--- config.mk ---
export PLATFORM = sky130hd
export DESIGN_NAME = sfc_core
export DESIGN_NICKNAME = d
export VERILOG_FILES = /design/src/pkg/sfc_pkg.sv /design/src/rtl/sfc_core.sv
export SDC_FILE = /design/constraint.sdc
export NUM_CORES = 1
export LEC_CHECK = 0
export BUFFER_PORTS_ARGS = -buffer_cell sky130_fd_sc_hd__buf_2
export CAP_MARGIN = 0
export CORE_ASPECT_RATIO = 0.75
export CORE_UTILIZATION = 40
export CTS_BUF_LIST = sky130_fd_sc_hd__clkbuf_4
export CTS_CLUSTER_SIZE = 14
export DETAILED_ROUTE_END_ITERATION = 8
export PLACE_DENSITY = 0.61
export SYNTH_ARGS = -nofsm -noshare
export SYNTH_HDL_FRONTEND = slang
export SYNTH_HIERARCHICAL = 1
export SYNTH_SLANG_ARGS = --single-unit
export TNS_END_PERCENT = 20
--- constraint.sdc ---
create_clock -name clk -period 8.3 [get_ports clk]
set_input_delay 0.83 -clock clk [delete_from_list [all_inputs] [get_ports clk]]
set_output_delay 0.83 -clock clk [all_outputs]
set_load 0.02 [all_outputs]
--- src/pkg/sfc_pkg.sv ---
// Purpose: shared constants and carriers of the framed serial port control
// Assumes: 32-bit AHB-Lite register window, 100 MHz clock
// Notes: byte addresses of the four registers are word aligned
package sfc_pkg;

  // ---------------------------------------------------------------
  // register map
  // ---------------------------------------------------------------
  localparam logic [7:0] SFC_CTRL_OFS = 8'h00;
  localparam logic [7:0] SFC_DATA_OFS = 8'h04;
  localparam logic [7:0] SFC_STAT_OFS = 8'h08;
  localparam logic [7:0] SFC_AUX_OFS = 8'h0c;
  localparam logic [31:0] SFC_CTRL_RST = 32'h0000_0000;
  localparam logic [31:0] SFC_CTRL_WMASK = 32'hff83_bfff;
  localparam logic [31:0] SFC_LOCK_MASK = 32'h0081_0000;
  localparam logic [31:0] SFC_AUX_WMASK = 32'h0000_0001;
  localparam logic [31:0] SFC_AUX_RST = 32'h0000_0000;

  // status bit positions
  localparam int SFC_ST_BUSY = 0;
  localparam int SFC_ST_TXFULL = 1;
  localparam int SFC_ST_RXFULL = 2;
  localparam int SFC_ST_FRAME = 3;
  localparam int SFC_ST_GRP_LO = 8;

  // ---------------------------------------------------------------
  // timing
  // ---------------------------------------------------------------
  localparam int SFC_CLK_NS = 10;
  localparam int SFC_SCK_HALF_NS = 60;
  localparam int SFC_SCK_HALF_CYC =
    (SFC_SCK_HALF_NS + SFC_CLK_NS - 1) / SFC_CLK_NS;

  // ---------------------------------------------------------------
  // carriers
  // ---------------------------------------------------------------
  typedef struct packed {
    logic framed_mode_enable;         // 31
    logic frame_sync_direction;       // 30
    logic frame_sync_polarity;        // 29
    logic master_auto_select_enable;  // 28
    logic frame_sync_pulse_width;     // 27
    logic [2:0] frame_pulse_count;    // 26:24
    logic master_clock_select;        // 23
    logic [4:0] rsv_22_18;
    logic frame_edge_select;          // 17
    logic enhanced_buffer_enable;     // 16
    logic module_enable;              // 15
    logic rsv_14;
    logic stop_in_idle;               // 13
    logic serial_out_disable;         // 12
    logic word32_select;              // 11
    logic word16_select;              // 10
    logic input_sample_phase;         // 9
    logic clock_edge_select;          // 8
    logic slave_select_enable;        // 7
    logic clock_polarity_select;      // 6
    logic master_role_select;         // 5
    logic serial_in_disable;          // 4
    logic [1:0] tx_irq_mode;          // 3:2
    logic [1:0] rx_irq_mode;          // 1:0
  } sfc_ctrl_t;

  typedef struct packed {
    logic sck_o;
    logic sck_oe;
    logic sdo_o;
    logic sdo_oe;
    logic ss_o;
    logic ss_oe;
  } sfc_pins_t;

  typedef enum logic [1:0] {
    SFC_IDLE = 2'b00,
    SFC_WAIT_SYNC = 2'b01,
    SFC_RUN = 2'b11
  } sfc_state_t;

endpackage : sfc_pkg

--- src/rtl/sfc_core.sv ---
// Purpose: framed serial port control, frame sync and shift engine
// Assumes: AHB-Lite slave, single word transfers; pins sampled on clk
// Notes: pin inputs pass four flops (three stages and the held output) before use
`timescale 1ns/1ps

// ---------------------------------------------------------------
// three-stage input filter
// ---------------------------------------------------------------
module sfc_sync3 (
  input wire logic clk, // clock
  input wire logic arst_n, // async reset
  input wire logic ce, // clock enable
  input wire logic d, // raw pin
  output logic q // filtered level
);
  logic s1_q, s2_q, s3_q;
  always_ff @(posedge clk or negedge arst_n) begin
    if (!arst_n) begin
      s1_q <= 1'b0;
      s2_q <= 1'b0;
      s3_q <= 1'b0;
      q <= 1'b0;
    end else if (ce) begin
      s1_q <= d;
      s2_q <= s1_q;
      s3_q <= s2_q;
      if (s2_q == s3_q) begin
        q <= s3_q;
      end
    end
  end
endmodule : sfc_sync3

module sfc_core
  import sfc_pkg::*;
(
  input wire logic clk, // clock
  input wire logic arst_n, // async reset
  input wire logic ce, // clock enable
  input wire logic hsel, // slave select
  input wire logic [31:0] haddr, // address
  input wire logic [1:0] htrans, // transfer type
  input wire logic hwrite, // write
  input wire logic [2:0] hsize, // size
  input wire logic hready, // bus ready
  input wire logic [31:0] hwdata, // write data
  output logic [31:0] hrdata, // read data
  output logic hreadyout, // ready out
  output logic hresp, // response
  input wire logic sck_i, // serial clock pin in
  input wire logic sdi_i, // serial data pin in
  input wire logic ss_i, // select pin in
  output sfc_pins_t pins_o // pin outputs and enables
);

  // ---------------------------------------------------------------
  // registers and bus
  // ---------------------------------------------------------------
  sfc_ctrl_t ctrl_q;
  logic [31:0] aux_q, hrdata_q, tx_q, rx_q, sh_q;
  logic wr_q;
  logic [7:0] addr_q;
  logic tx_full_q, rx_full_q, loaded_q, samp_q, fpulse_q, sync_seen_q;
  logic [5:0] bitcnt_q;
  logic [4:0] grp_q;
  logic [15:0] div_q;
  logic phase_q, sck_prev_q, sync_prev_q;
  sfc_state_t state_q;
  logic sck_f, sdi_f, ss_f;

  logic ap, rd_data, wr_data;
  assign ap = hsel & htrans[1] & hready;
  assign rd_data = ap & ~hwrite & (haddr[7:0] == SFC_DATA_OFS);
  assign wr_data = wr_q & (addr_q == SFC_DATA_OFS);
  assign hreadyout = 1'b1;
  assign hresp = 1'b0;
  assign hrdata = hrdata_q;

  always_ff @(posedge clk or negedge arst_n) begin
    if (!arst_n) begin
      wr_q <= 1'b0;
      addr_q <= 8'h00;
    end else if (ce) begin
      wr_q <= ap & hwrite;
      addr_q <= haddr[7:0];
    end
  end

  always_ff @(posedge clk or negedge arst_n) begin
    if (!arst_n) begin
      ctrl_q <= SFC_CTRL_RST;
      aux_q <= SFC_AUX_RST;
    end else if (ce && wr_q) begin
      if (addr_q == SFC_CTRL_OFS) begin
        // locked bits keep their value while the port runs
        if (ctrl_q.module_enable) begin
          ctrl_q <= (hwdata & SFC_CTRL_WMASK & ~SFC_LOCK_MASK) |
                    (ctrl_q & SFC_LOCK_MASK);
        end else begin
          ctrl_q <= hwdata & SFC_CTRL_WMASK;
        end
      end
      if (addr_q == SFC_AUX_OFS) begin
        aux_q <= hwdata & SFC_AUX_WMASK;
      end
    end
  end

  logic [31:0] stat;
  always_comb begin
    stat = 32'h0000_0000;
    stat[SFC_ST_BUSY] = (state_q != SFC_IDLE) | (bitcnt_q != 6'h00);
    stat[SFC_ST_TXFULL] = tx_full_q;
    stat[SFC_ST_RXFULL] = rx_full_q;
    stat[SFC_ST_FRAME] = fpulse_q;
    stat[SFC_ST_GRP_LO +: 5] = grp_q;
  end

  always_ff @(posedge clk or negedge arst_n) begin
    if (!arst_n) begin
      hrdata_q <= 32'h0000_0000;
    end else if (ce && ap && !hwrite) begin
      unique case (haddr[7:0])
        SFC_CTRL_OFS: hrdata_q <= ctrl_q;
        SFC_DATA_OFS: hrdata_q <= rx_q;
        SFC_STAT_OFS: hrdata_q <= stat;
        SFC_AUX_OFS: hrdata_q <= aux_q;
        default: hrdata_q <= 32'h0000_0000;
      endcase
    end
  end

  // ---------------------------------------------------------------
  // derived modes
  // ---------------------------------------------------------------
  logic on, framed, master, ckp_eff, cke_eff, sel_ok, sync_act;
  logic [5:0] width;
  logic [4:0] grp_mask;
  assign on = ctrl_q.module_enable;
  assign framed = on & ctrl_q.framed_mode_enable;
  assign master = ctrl_q.master_role_select;
  assign ckp_eff = ctrl_q.clock_polarity_select | aux_q[0];
  // edge select has no say once framing is on
  assign cke_eff = ctrl_q.clock_edge_select & ~framed;
  assign width = ctrl_q.word32_select ? 6'd32 :
                 ctrl_q.word16_select ? 6'd16 : 6'd8;
  assign sync_act = (ss_f == ctrl_q.frame_sync_polarity);
  // reserved counts fall back to one pulse per character
  always_comb begin
    grp_mask = 5'h00;
    if (framed && ctrl_q.frame_pulse_count <= 3'h5) begin
      grp_mask = 5'((6'h01 << ctrl_q.frame_pulse_count) - 6'h01);
    end
  end
  // slave gating by select pin, open when framed
  assign sel_ok = framed ? 1'b1 :
                  (~ctrl_q.slave_select_enable | ~ss_f);

  sfc_sync3 u_sck (.clk(clk), .arst_n(arst_n), .ce(ce), .d(sck_i),
                   .q(sck_f));
  sfc_sync3 u_sdi (.clk(clk), .arst_n(arst_n), .ce(ce), .d(sdi_i),
                   .q(sdi_f));
  sfc_sync3 u_ss (.clk(clk), .arst_n(arst_n), .ce(ce), .d(ss_i),
                  .q(ss_f));

  // ---------------------------------------------------------------
  // serial clock edges, generated or detected
  // ---------------------------------------------------------------
  logic tick, lead_e, trail_e, sync_ok, sample_e, shift_e, last_e;
  assign tick = (state_q == SFC_RUN) &&
                (div_q == 16'(SFC_SCK_HALF_CYC - 1));
  // a group waits for its sync when the pulse comes from outside
  assign sync_ok = ~framed | ~ctrl_q.frame_sync_direction |
                   (grp_q != 5'h00) | sync_seen_q;
  always_comb begin
    if (master) begin
      lead_e = tick & ~phase_q;
      trail_e = tick & phase_q;
    end else begin
      lead_e = on & sel_ok & sync_ok & (sck_f != sck_prev_q) &
               (sck_prev_q == ckp_eff);
      trail_e = on & sel_ok & (bitcnt_q != 6'h00) & (sck_f != sck_prev_q) &
                (sck_prev_q != ckp_eff);
    end
  end
  assign sample_e = cke_eff ? lead_e : trail_e;
  assign shift_e = (cke_eff ? trail_e : lead_e) & (bitcnt_q != 6'h00);
  assign last_e = sample_e & (bitcnt_q == width - 6'h01);

  always_ff @(posedge clk or negedge arst_n) begin
    if (!arst_n) begin
      sck_prev_q <= 1'b0;
      sync_prev_q <= 1'b0;
    end else if (ce) begin
      sck_prev_q <= sck_f;
      sync_prev_q <= sync_act;
    end
  end

  // ---------------------------------------------------------------
  // master sequencer
  // ---------------------------------------------------------------
  logic start_m, finish_m;
  assign start_m = (state_q == SFC_IDLE) & on & master & tx_full_q;
  // leading-edge sampling has cleared the count by the final trail
  assign finish_m = trail_e & master &
                    (cke_eff ? (bitcnt_q == 6'h00) : last_e);

  always_ff @(posedge clk or negedge arst_n) begin
    if (!arst_n) begin
      state_q <= SFC_IDLE;
    end else if (ce) begin
      unique case (state_q)
        SFC_IDLE: if (start_m) begin
          state_q <= SFC_WAIT_SYNC;
        end
        SFC_WAIT_SYNC: if (!on) begin
          state_q <= SFC_IDLE;
        end else if (sync_ok) begin
          state_q <= SFC_RUN;
        end
        SFC_RUN: if (!on || finish_m) begin
          state_q <= SFC_IDLE;
        end
        default: state_q <= SFC_IDLE;
      endcase
    end
  end

  always_ff @(posedge clk or negedge arst_n) begin
    if (!arst_n) begin
      div_q <= 16'h0000;
      phase_q <= 1'b0;
    end else if (ce) begin
      if (state_q != SFC_RUN) begin
        div_q <= 16'h0000;
        phase_q <= 1'b0;
      end else if (tick) begin
        div_q <= 16'h0000;
        phase_q <= ~phase_q;
      end else begin
        div_q <= div_q + 16'h0001;
      end
    end
  end

  // ---------------------------------------------------------------
  // shift engine and data registers
  // ---------------------------------------------------------------
  logic load_m, load_s, char_start;
  assign load_m = (state_q == SFC_WAIT_SYNC) & sync_ok & on;
  assign load_s = ~master & on & (bitcnt_q == 6'h00) & ~loaded_q &
                  tx_full_q;
  assign char_start = master ? load_m : (lead_e & (bitcnt_q == 6'h00));

  always_ff @(posedge clk or negedge arst_n) begin
    if (!arst_n) begin
      sh_q <= 32'h0000_0000;
      samp_q <= 1'b0;
      bitcnt_q <= 6'h00;
      loaded_q <= 1'b0;
    end else if (ce) begin
      if (!on) begin
        bitcnt_q <= 6'h00;
        loaded_q <= 1'b0;
      end else begin
        if (load_m || load_s) begin
          sh_q <= tx_q;
          loaded_q <= 1'b1;
        end else if (shift_e) begin
          sh_q <= {sh_q[30:0], samp_q};
        end
        if (last_e) begin
          bitcnt_q <= 6'h00;
          loaded_q <= 1'b0;
        end else if (sample_e) begin
          samp_q <= sdi_f;
          bitcnt_q <= bitcnt_q + 6'h01;
        end
      end
    end
  end

  // set wins over clear on both data flags
  always_ff @(posedge clk or negedge arst_n) begin
    if (!arst_n) begin
      tx_q <= 32'h0000_0000;
      tx_full_q <= 1'b0;
      rx_q <= 32'h0000_0000;
      rx_full_q <= 1'b0;
    end else if (ce) begin
      if (wr_data) begin
        tx_q <= hwdata;
        tx_full_q <= 1'b1;
      end else if (load_m || load_s) begin
        tx_full_q <= 1'b0;
      end
      if (last_e) begin
        rx_q <= ({sh_q[30:0], sdi_f}) & ((32'h1 << width) - 32'h1);
        rx_full_q <= 1'b1;
      end else if (rd_data) begin
        rx_full_q <= 1'b0;
      end
    end
  end

  // ---------------------------------------------------------------
  // frame grouping and sync pulse
  // ---------------------------------------------------------------
  logic gen_sync;
  assign gen_sync = framed & ~ctrl_q.frame_sync_direction & master;

  always_ff @(posedge clk or negedge arst_n) begin
    if (!arst_n) begin
      grp_q <= 5'h00;
    end else if (ce) begin
      if (!framed) begin
        grp_q <= 5'h00;
      end else if (last_e) begin
        grp_q <= (grp_q + 5'h01) & grp_mask;
      end
    end
  end

  always_ff @(posedge clk or negedge arst_n) begin
    if (!arst_n) begin
      sync_seen_q <= 1'b0;
    end else if (ce) begin
      // armed only as an input: the filter's reset level fakes an edge
      if (framed && ctrl_q.frame_sync_direction && sync_act &&
          !sync_prev_q) begin
        sync_seen_q <= 1'b1;
      end else if (char_start && grp_q == 5'h00) begin
        sync_seen_q <= 1'b0;
      end
    end
  end

  always_ff @(posedge clk or negedge arst_n) begin
    if (!arst_n) begin
      fpulse_q <= 1'b0;
    end else if (ce) begin
      if (!gen_sync) begin
        fpulse_q <= 1'b0;
      end else if (load_m && grp_q == 5'h00) begin
        fpulse_q <= 1'b1;
      end else if (ctrl_q.frame_sync_pulse_width ? last_e : trail_e) begin
        fpulse_q <= 1'b0;
      end
    end
  end

  // ---------------------------------------------------------------
  // pins
  // ---------------------------------------------------------------
  logic auto_ss;
  assign auto_ss = on & master & ctrl_q.master_auto_select_enable & ~framed;
  always_comb begin
    pins_o.sck_o = ckp_eff ^ phase_q;
    pins_o.sck_oe = on & master;
    pins_o.sdo_o = sh_q[5'(width - 6'h01)];
    pins_o.sdo_oe = on & ~ctrl_q.serial_out_disable & (master | sel_ok);
    if (gen_sync) begin
      pins_o.ss_o = fpulse_q ~^ ctrl_q.frame_sync_polarity;
      pins_o.ss_oe = 1'b1;
    end else if (auto_ss) begin
      pins_o.ss_o = (state_q == SFC_RUN) ~^
                    ctrl_q.frame_sync_polarity;
      pins_o.ss_oe = 1'b1;
    end else begin
      pins_o.ss_o = 1'b1;
      pins_o.ss_oe = 1'b0;
    end
  end

  // ---------------------------------------------------------------
  // checks
  // ---------------------------------------------------------------
  a_lock_bits_hold: assert property (
    @(posedge clk) disable iff (!arst_n)
    (ce && wr_q && addr_q == SFC_CTRL_OFS && on)
      |=> ((ctrl_q & SFC_LOCK_MASK) == $past(ctrl_q & SFC_LOCK_MASK)))
    else $error("locked control bits changed while on");

  a_sync_in_tristate: assert property (
    @(posedge clk) disable iff (!arst_n)
    (framed && ctrl_q.frame_sync_direction) |-> !pins_o.ss_oe)
    else $error("select pin driven while sync is an input");

  a_frame_start_pulse: assert property (
    @(posedge clk) disable iff (!arst_n)
    (ce && gen_sync && load_m && grp_q == 5'h00)
      |=> (fpulse_q && pins_o.ss_o == ctrl_q.frame_sync_polarity))
    else $error("no sync pulse at start of group");

  a_short_pulse_len: assert property (
    @(posedge clk) disable iff (!arst_n)
    ($rose(fpulse_q) && !ctrl_q.frame_sync_pulse_width && ce)
      |-> ##[1:20] !fpulse_q)
    else $error("clock-wide sync pulse too long");

  a_auto_select_lvl: assert property (
    @(posedge clk) disable iff (!arst_n)
    (auto_ss && state_q == SFC_RUN)
      |-> (pins_o.ss_oe && pins_o.ss_o == ctrl_q.frame_sync_polarity))
    else $error("auto select not active during transfer");

  a_idle_clock_lvl: assert property (
    @(posedge clk) disable iff (!arst_n)
    (master && state_q == SFC_IDLE && aux_q[0]) |-> pins_o.sck_o)
    else $error("audio mode idle clock not high");

  a_group_wrap: assert property (
    @(posedge clk) disable iff (!arst_n)
    (ce && framed && last_e && grp_q == grp_mask) |=> (grp_q == 5'h00))
    else $error("frame group did not wrap");

  a_slave_gate: assert property (
    @(posedge clk) disable iff (!arst_n)
    (!master && !framed && ctrl_q.slave_select_enable && ss_f)
      |-> !(lead_e || trail_e))
    else $error("slave shifted while deselected");

  a_unused_zero: assert property (
    @(posedge clk) disable iff (!arst_n)
    (ce && ap && !hwrite && haddr[7:0] == SFC_CTRL_OFS)
      |=> ((hrdata & ~SFC_CTRL_WMASK) == 32'h0000_0000))
    else $error("unused control bits read non-zero");

  a_no_frame_off: assert property (
    @(posedge clk) disable iff (!arst_n)
    (!framed) |-> (!fpulse_q && grp_q == 5'h00))
    else $error("framing active while disabled");

endmodule : sfc_core

== Yosys cells after proc, flatten, opt, wreduce, memory -nomap -nowiden ==
Cells that the tools add are included.
W data, S select, Z words.

* Register bits: 220
* Latch bits: 0
* RAM bits: 0
* Bits in read-only memories: 0
* Input bits: 78
* Output and inout bits: 40
* Word-level logic and storage cells: 242
* Memories: 0

* Add/subtract/negate cells: 6
* Multiply operators: 0
* Divide/modulo/power cells: 0
* Magnitude comparators: 2
* Equality and inequality tests: 24
* Shift-type cells: 2
* Muxes and demuxes: 45
* Bitwise operators: 61
* Reduce and logical (&&, ||, !) cells: 46

{| class="wikitable"
|+ Operators by type and width
! kind !! number
|-
| $pmux W32 S4 || 1
|-
| $mux W32 || 3
|-
| $and A1 B1 Y1 || 38
|-
| $and A32 B32 Y32 || 1
|-
| $mux W16 || 2
|-
| $or A32 B24 Y32 || 1
|-
| $shl A1 B6 Y32 const A || 1
|-
| $sub A32 B1 Y32 const B || 1
|-
| $reduce_and A2 Y1 || 15
|-
| $eq A8 B4 Y1 const B || 3
|-
| $mux W6 || 4
|-
| $mux W1 || 23
|-
| $mux W5 || 4
|-
| $add A16 B1 Y16 const B || 1
|-
| $eq A16 B3 Y1 const B || 1
|-
| $eq A8 B3 Y1 const B || 2
|-
| $logic_not A8 Y1 || 2
|-
| $mux W2 || 6
|-
| $reduce_bool A2 Y1 || 6
|-
| $logic_and A1 B1 Y1 || 10
|-
| $not A1 Y1 || 10
|-
| $ne A3 B1 Y1 const B || 3
|-
| $reduce_and A4 Y1 || 2
|-
| $or A1 B1 Y1 || 7
|-
| 28 further kinds || 39
|}

== Longest topological paths before layout ==
* Word-level depth: 16
* Mapped depth: 11
* Gate-level depth less buffers: 8

== Modules after synthesis ==
Netlist, hierarchy kept.

{| class="wikitable"
|+ By module, submodules not included
! module !! instances !! cells each !! area each (um^2) !! seq. area each (um^2)
|-
| sfc_core || 1 || 854 || 9430.3 || 5054.8
|-
| sfc_sync3 || 3 || 10 || 156.4 || 100.1
|}

== Least setup slack after synthesis ==
No wires, ideal clock.

* Kind: register to register
* From: reg ctrl_q[10] in the netlist's numbering
* To: reg rx_q[10]
* Setup time: 0.134 ns
* Arrival time: 2.982 ns
* Data required time: 8.166 ns
* Slack: 5.184 ns
* Stages on the path, launching flop included: 12
* Path buffers: 3
* Clock period less this slack: 3.116 ns
* Path through: dfrtp_1 -> or2_2 -> clkbuf_1 -> ha_1 -> xor2_1 -> or4b_2 -> a31oi_1 -> o211ai_1 -> clkbuf_1 -> buf_2 -> nand2_1 -> o21ai_0

* Word-level cells in the longest chain between the ends: 6
* Elaborated cells between the ends (all ways): 9
* Those cells by class: add/sub: 2; eq/ne: 1; shift: 1; mux: 2; bitwise: 2; reduce/logical: 1

{| class="wikitable"
|+ Ends and longest elaborated chain
! what !! line !! RTL
|-
| start: declaration || sfc_core.sv:59 || <nowiki>sfc_ctrl_t ctrl_q;</nowiki>
|-
| start signal: assignment || sfc_core.sv:97 || <nowiki>ctrl_q <= (hwdata & SFC_CTRL_WMASK & ~SFC_LOCK_MASK) |</nowiki>
|-
| start signal: assignment || sfc_core.sv:100 || <nowiki>ctrl_q <= hwdata & SFC_CTRL_WMASK;</nowiki>
|-
| $mux W5 * || sfc_core.sv:146 || <nowiki>ctrl_q.word16_select ? 6'd16 : 6'd8;</nowiki>
|-
| $mux W6 * || sfc_core.sv:145 || <nowiki>assign width = ctrl_q.word32_select ? 6'd32 :</nowiki>
|-
| parallel branches: the longest is 4 deep, another holds $sub A32 B1 Y32 || - ||
|-
| end signal: assignment || sfc_core.sv:299 || <nowiki>rx_q <= ({sh_q[30:0], sdi_f}) & ((32'h1 << width) - 32'h1);</nowiki>
|-
| end: declaration || sfc_core.sv:60 || <nowiki>logic [31:0] aux_q, hrdata_q, tx_q, rx_q, sh_q;</nowiki>
|}

Mark *: on every way between the ends.
A chain may end at the register's enable or synchronous reset.

== Worst setup path after layout ==
* From: reg ctrl_q[11] in the netlist's numbering
* To: reg grp_q[4]

* Word-level cells in the longest chain between the ends: 6

{| class="wikitable"
|+ Ends and longest elaborated chain
! what !! line !! RTL
|-
| $mux W6 || sfc_core.sv:145 ||
|-
| $sub A6 B1 Y6 || - ||
|-
| $eq A6 B6 Y1 || sfc_core.sv:188 || <nowiki>assign last_e = sample_e & (bitcnt_q == width - 6'h01);</nowiki>
|-
| $and A1 B1 Y1 || sfc_core.sv:188 ||
|-
| $ne A2 B1 Y1 (no line) || - ||
|-
| $reduce_and A2 Y1 (no line) || - ||
|-
| end signal: assignment || sfc_core.sv:320 || <nowiki>grp_q <= (grp_q + 5'h01) & grp_mask;</nowiki>
|-
| end: declaration || sfc_core.sv:65 || <nowiki>logic [4:0] grp_q;</nowiki>
|}

Every way passes these cells.

==> qor.yml <==
seqCellArea_um2: 5355
clkTransAtPathRegs_ns: 0.06
cts_resized: 0
grt_usage_pct: 19.83
drt_iter0_drc: 446
dr.pass1.iters: 5
cap_violations: 0
synth_ff_type: "dfrtp_1"
root_buffer: "clkbuf_4"
fp.dieArea_um2: 25390
setup.worst_path.class: "flip-flop to flip-flop"
rows: 49
slew_viol_final: 0
crit_arrival_ns: 4.97
utilization_pct: 46.76
fin_cells: 1349
n_antenna_cell: 0
gp_congestion: 0.8830
rsz0062_at_grt: "no"
setup_slack_ns: 3.875
cts.sinks: 214
syn_to_final_growth_pct: 14.10
worst_slew_pin_slew_ns: 0.9672
crit_path_end_kind: "flip-flop"
layout_commonest_cell: "dfrtp_1"
r2r_slack_ns: 3.87
antenna_found_initial: 1
grt_max_degree: 76
cts_tree: "built"
drc: 0
multi_input_area_um2: 4284
clock_latency_ns: 0.69
start_util_pct: 40.98
synth_edf_count: 0
cts_buffer_depth: 3
hold_viol_final: 0
ios: 118
nNetsFinal: 1072
leakagePower_nw: 5.405
detailed_place_hpwl_mm: 15.88
yosys_register_bits: 214
yosysSeqAreaShare_pct: 54.10
final_cell_mix: "dfrtp_1 (214), mux2_2 (140), nand2_1 (121)"
synth.distinct_cells: 63
syn-num-nets: 970
path_max_fanout: 58
fin_tns_setup_ns: 0
hp-class: "input pin to asynchronous set/reset pin"
grt_pass1_wl_mm: 39.47
portBuffers: 87
vias: 7114
wl_per_cell_um: 18.02
synthArstFlopShare_pct: 100.0
cp-start-kind: "flip-flop"
setup_viol: 0
post-route-period-util_pct: 53.32
antenna_left: 0
vias_per_cell: 5.274
finClkSkew_ns: 0.03926
total_power_mw: 2.079
ir_drop_mv: 0.1168
drive_gt1_share_pct: 32.91
wl_mm: 24.31
syn-cell-area_um2: 9899
die_x_um: 183.7
pre_cts_slack_ns: 3.723
core_um2: 24160
ys_warn_count: 6
grt_pass1_vias: 7085
dieHeight_um: 138.2
outcome: "finished, final reports clean"
numCtsBuffers: 55
power_density_nw_per_um2: 184.1
syn_avg_cell_area_um2: 11.20
postSynthCellCount: 884
slew_headroom_pct: 35.37
fillCellCount: 2312
period_minus_slack_ns: 4.425
dp_cells: 1260
hold_buffers: 0
htree_levels: 2
critPathRequiredTime_ns: 8.84
cts_setup_buffers: 0
grt_overflow_total: 0
worstRegToRegCells: 9
timing.fmax_mhz: 226.0
## metrics by stage
stage               hold slack, ns  cell area [um2]
finish                     0.09347            11300
global route               0.09752            11300
CTS                        0.05357            11300
detailed placement          0.4654            10630
global placement            0.4616            10630
floorplan                   0.4460             9899
## Yosys cell counts, types with 4 or more instances
cell       count  area [um2]
inv_1         14       52.55
o211ai_1       4       30.03
nand2_1      121       454.2
nor3b_1        4       30.03
and3_1         8       50.05
a22o_1         9       78.83
xor2_1        11       96.34
nor4_1         4       25.02
buf_1          4       15.01
buf_2          7       35.03
o2bb2ai_1      4       35.03
a31oi_1        4       25.02
nor4b_1        4       35.03
nand3b_1       5       37.54
a22oi_1       18       135.1
nand2b_1       9       56.30
dfrtp_1      214        5355
a21oi_1       21       105.1
nand4_1        9       56.30
mux2i_1        9       90.09
o21ai_0       79       395.4
nor3_1         5       25.02
a21o_1         4       30.03
xnor2_1        5       43.79
mux2_2       140        1577
and4_1         4       35.03
nand3_1       21       105.1
mux2_1         4       45.04
nor2b_1        5       31.28
clkbuf_1      36       135.1
nor2_1        43       161.4
ha_1           8       100.1
## cell type report
class	instances	area share, %
multi-input combinational	604	37.93
inverter	14	0.4652
clock inverter	8	0.5428
timing repair buffer	97	4.608
clock buffer	81	5.383
sequential	214	47.41
tap	331	3.666
## logic make-up (layout without fill, tap and decap cells)
group	Yosys count	after routing	synth area share (%)
simple gates	254	254	12.11
flops	214	214	54.10
compound gates	170	170	10.88
mux	154	154	17.52
buf+inv	66	200	2.894
xor+xnor	16	16	1.416
fa+ha+maj	8	8	1.011
other cells	2	2	0.07586
## final timing paths
check | startpoint | to
worst max-delay path | ctrl_q[11] | grp_q[4]
worst min-delay path | arst_n | div_q[12]
worst max register to register | ctrl_q[11] | grp_q[4]
worst min register to register | hrdata[26] | hrdata[26]
max in group asynchronous | arst_n | tx_q[24]
min in group clk | hwdata[21] | tx_q[21]
## layer usage
| metal | track usage (%) | part of all wire, % | wire length, um |
|---|---|---|---|
| met1 | 30.54 | 51 | 12350 |
| met2 | 27.79 | 42 | 10230 |
| met4 | 5.263 | 1.8 | 429 |
| met3 | 4.478 | 5.4 | 1302 |
| met5 | 0 | 0 | 0 |
## registers in the layout (all words and copies together), names as in the netlist, 5 cells and up
name and count:
hrdata 32, bitcnt_q 6, div_q 16, addr_q 8
ctrl_q 24, tx_q 32, rx_q 32, sh_q 32
grp_q 5
## power breakdown
| part | leakage [nW] | switching [mW] | internal (mW) |
|---|---|---|---|
| clock | 0.403 | 0.421 | 0.471 |
| sequential | 2.93 | 0.0211 | 1.07 |
| combinational | 2.07 | 0.0587 | 0.0421 |
| total | 5.41 | 0.501 | 1.58 |
## critical path, stage by stage, from the launching register on
cell and delay, ns:
dfrtp_1 0.71, or2_2 0.58, ha_1 0.26, xor2_1 0.15, or4b_2 0.66, a31oi_1 0.62, o211ai_1 0.49, buf_4 0.45
o221ai_1 0.22, o21ai_0 0.11
(Power assumes the default switching activity.)
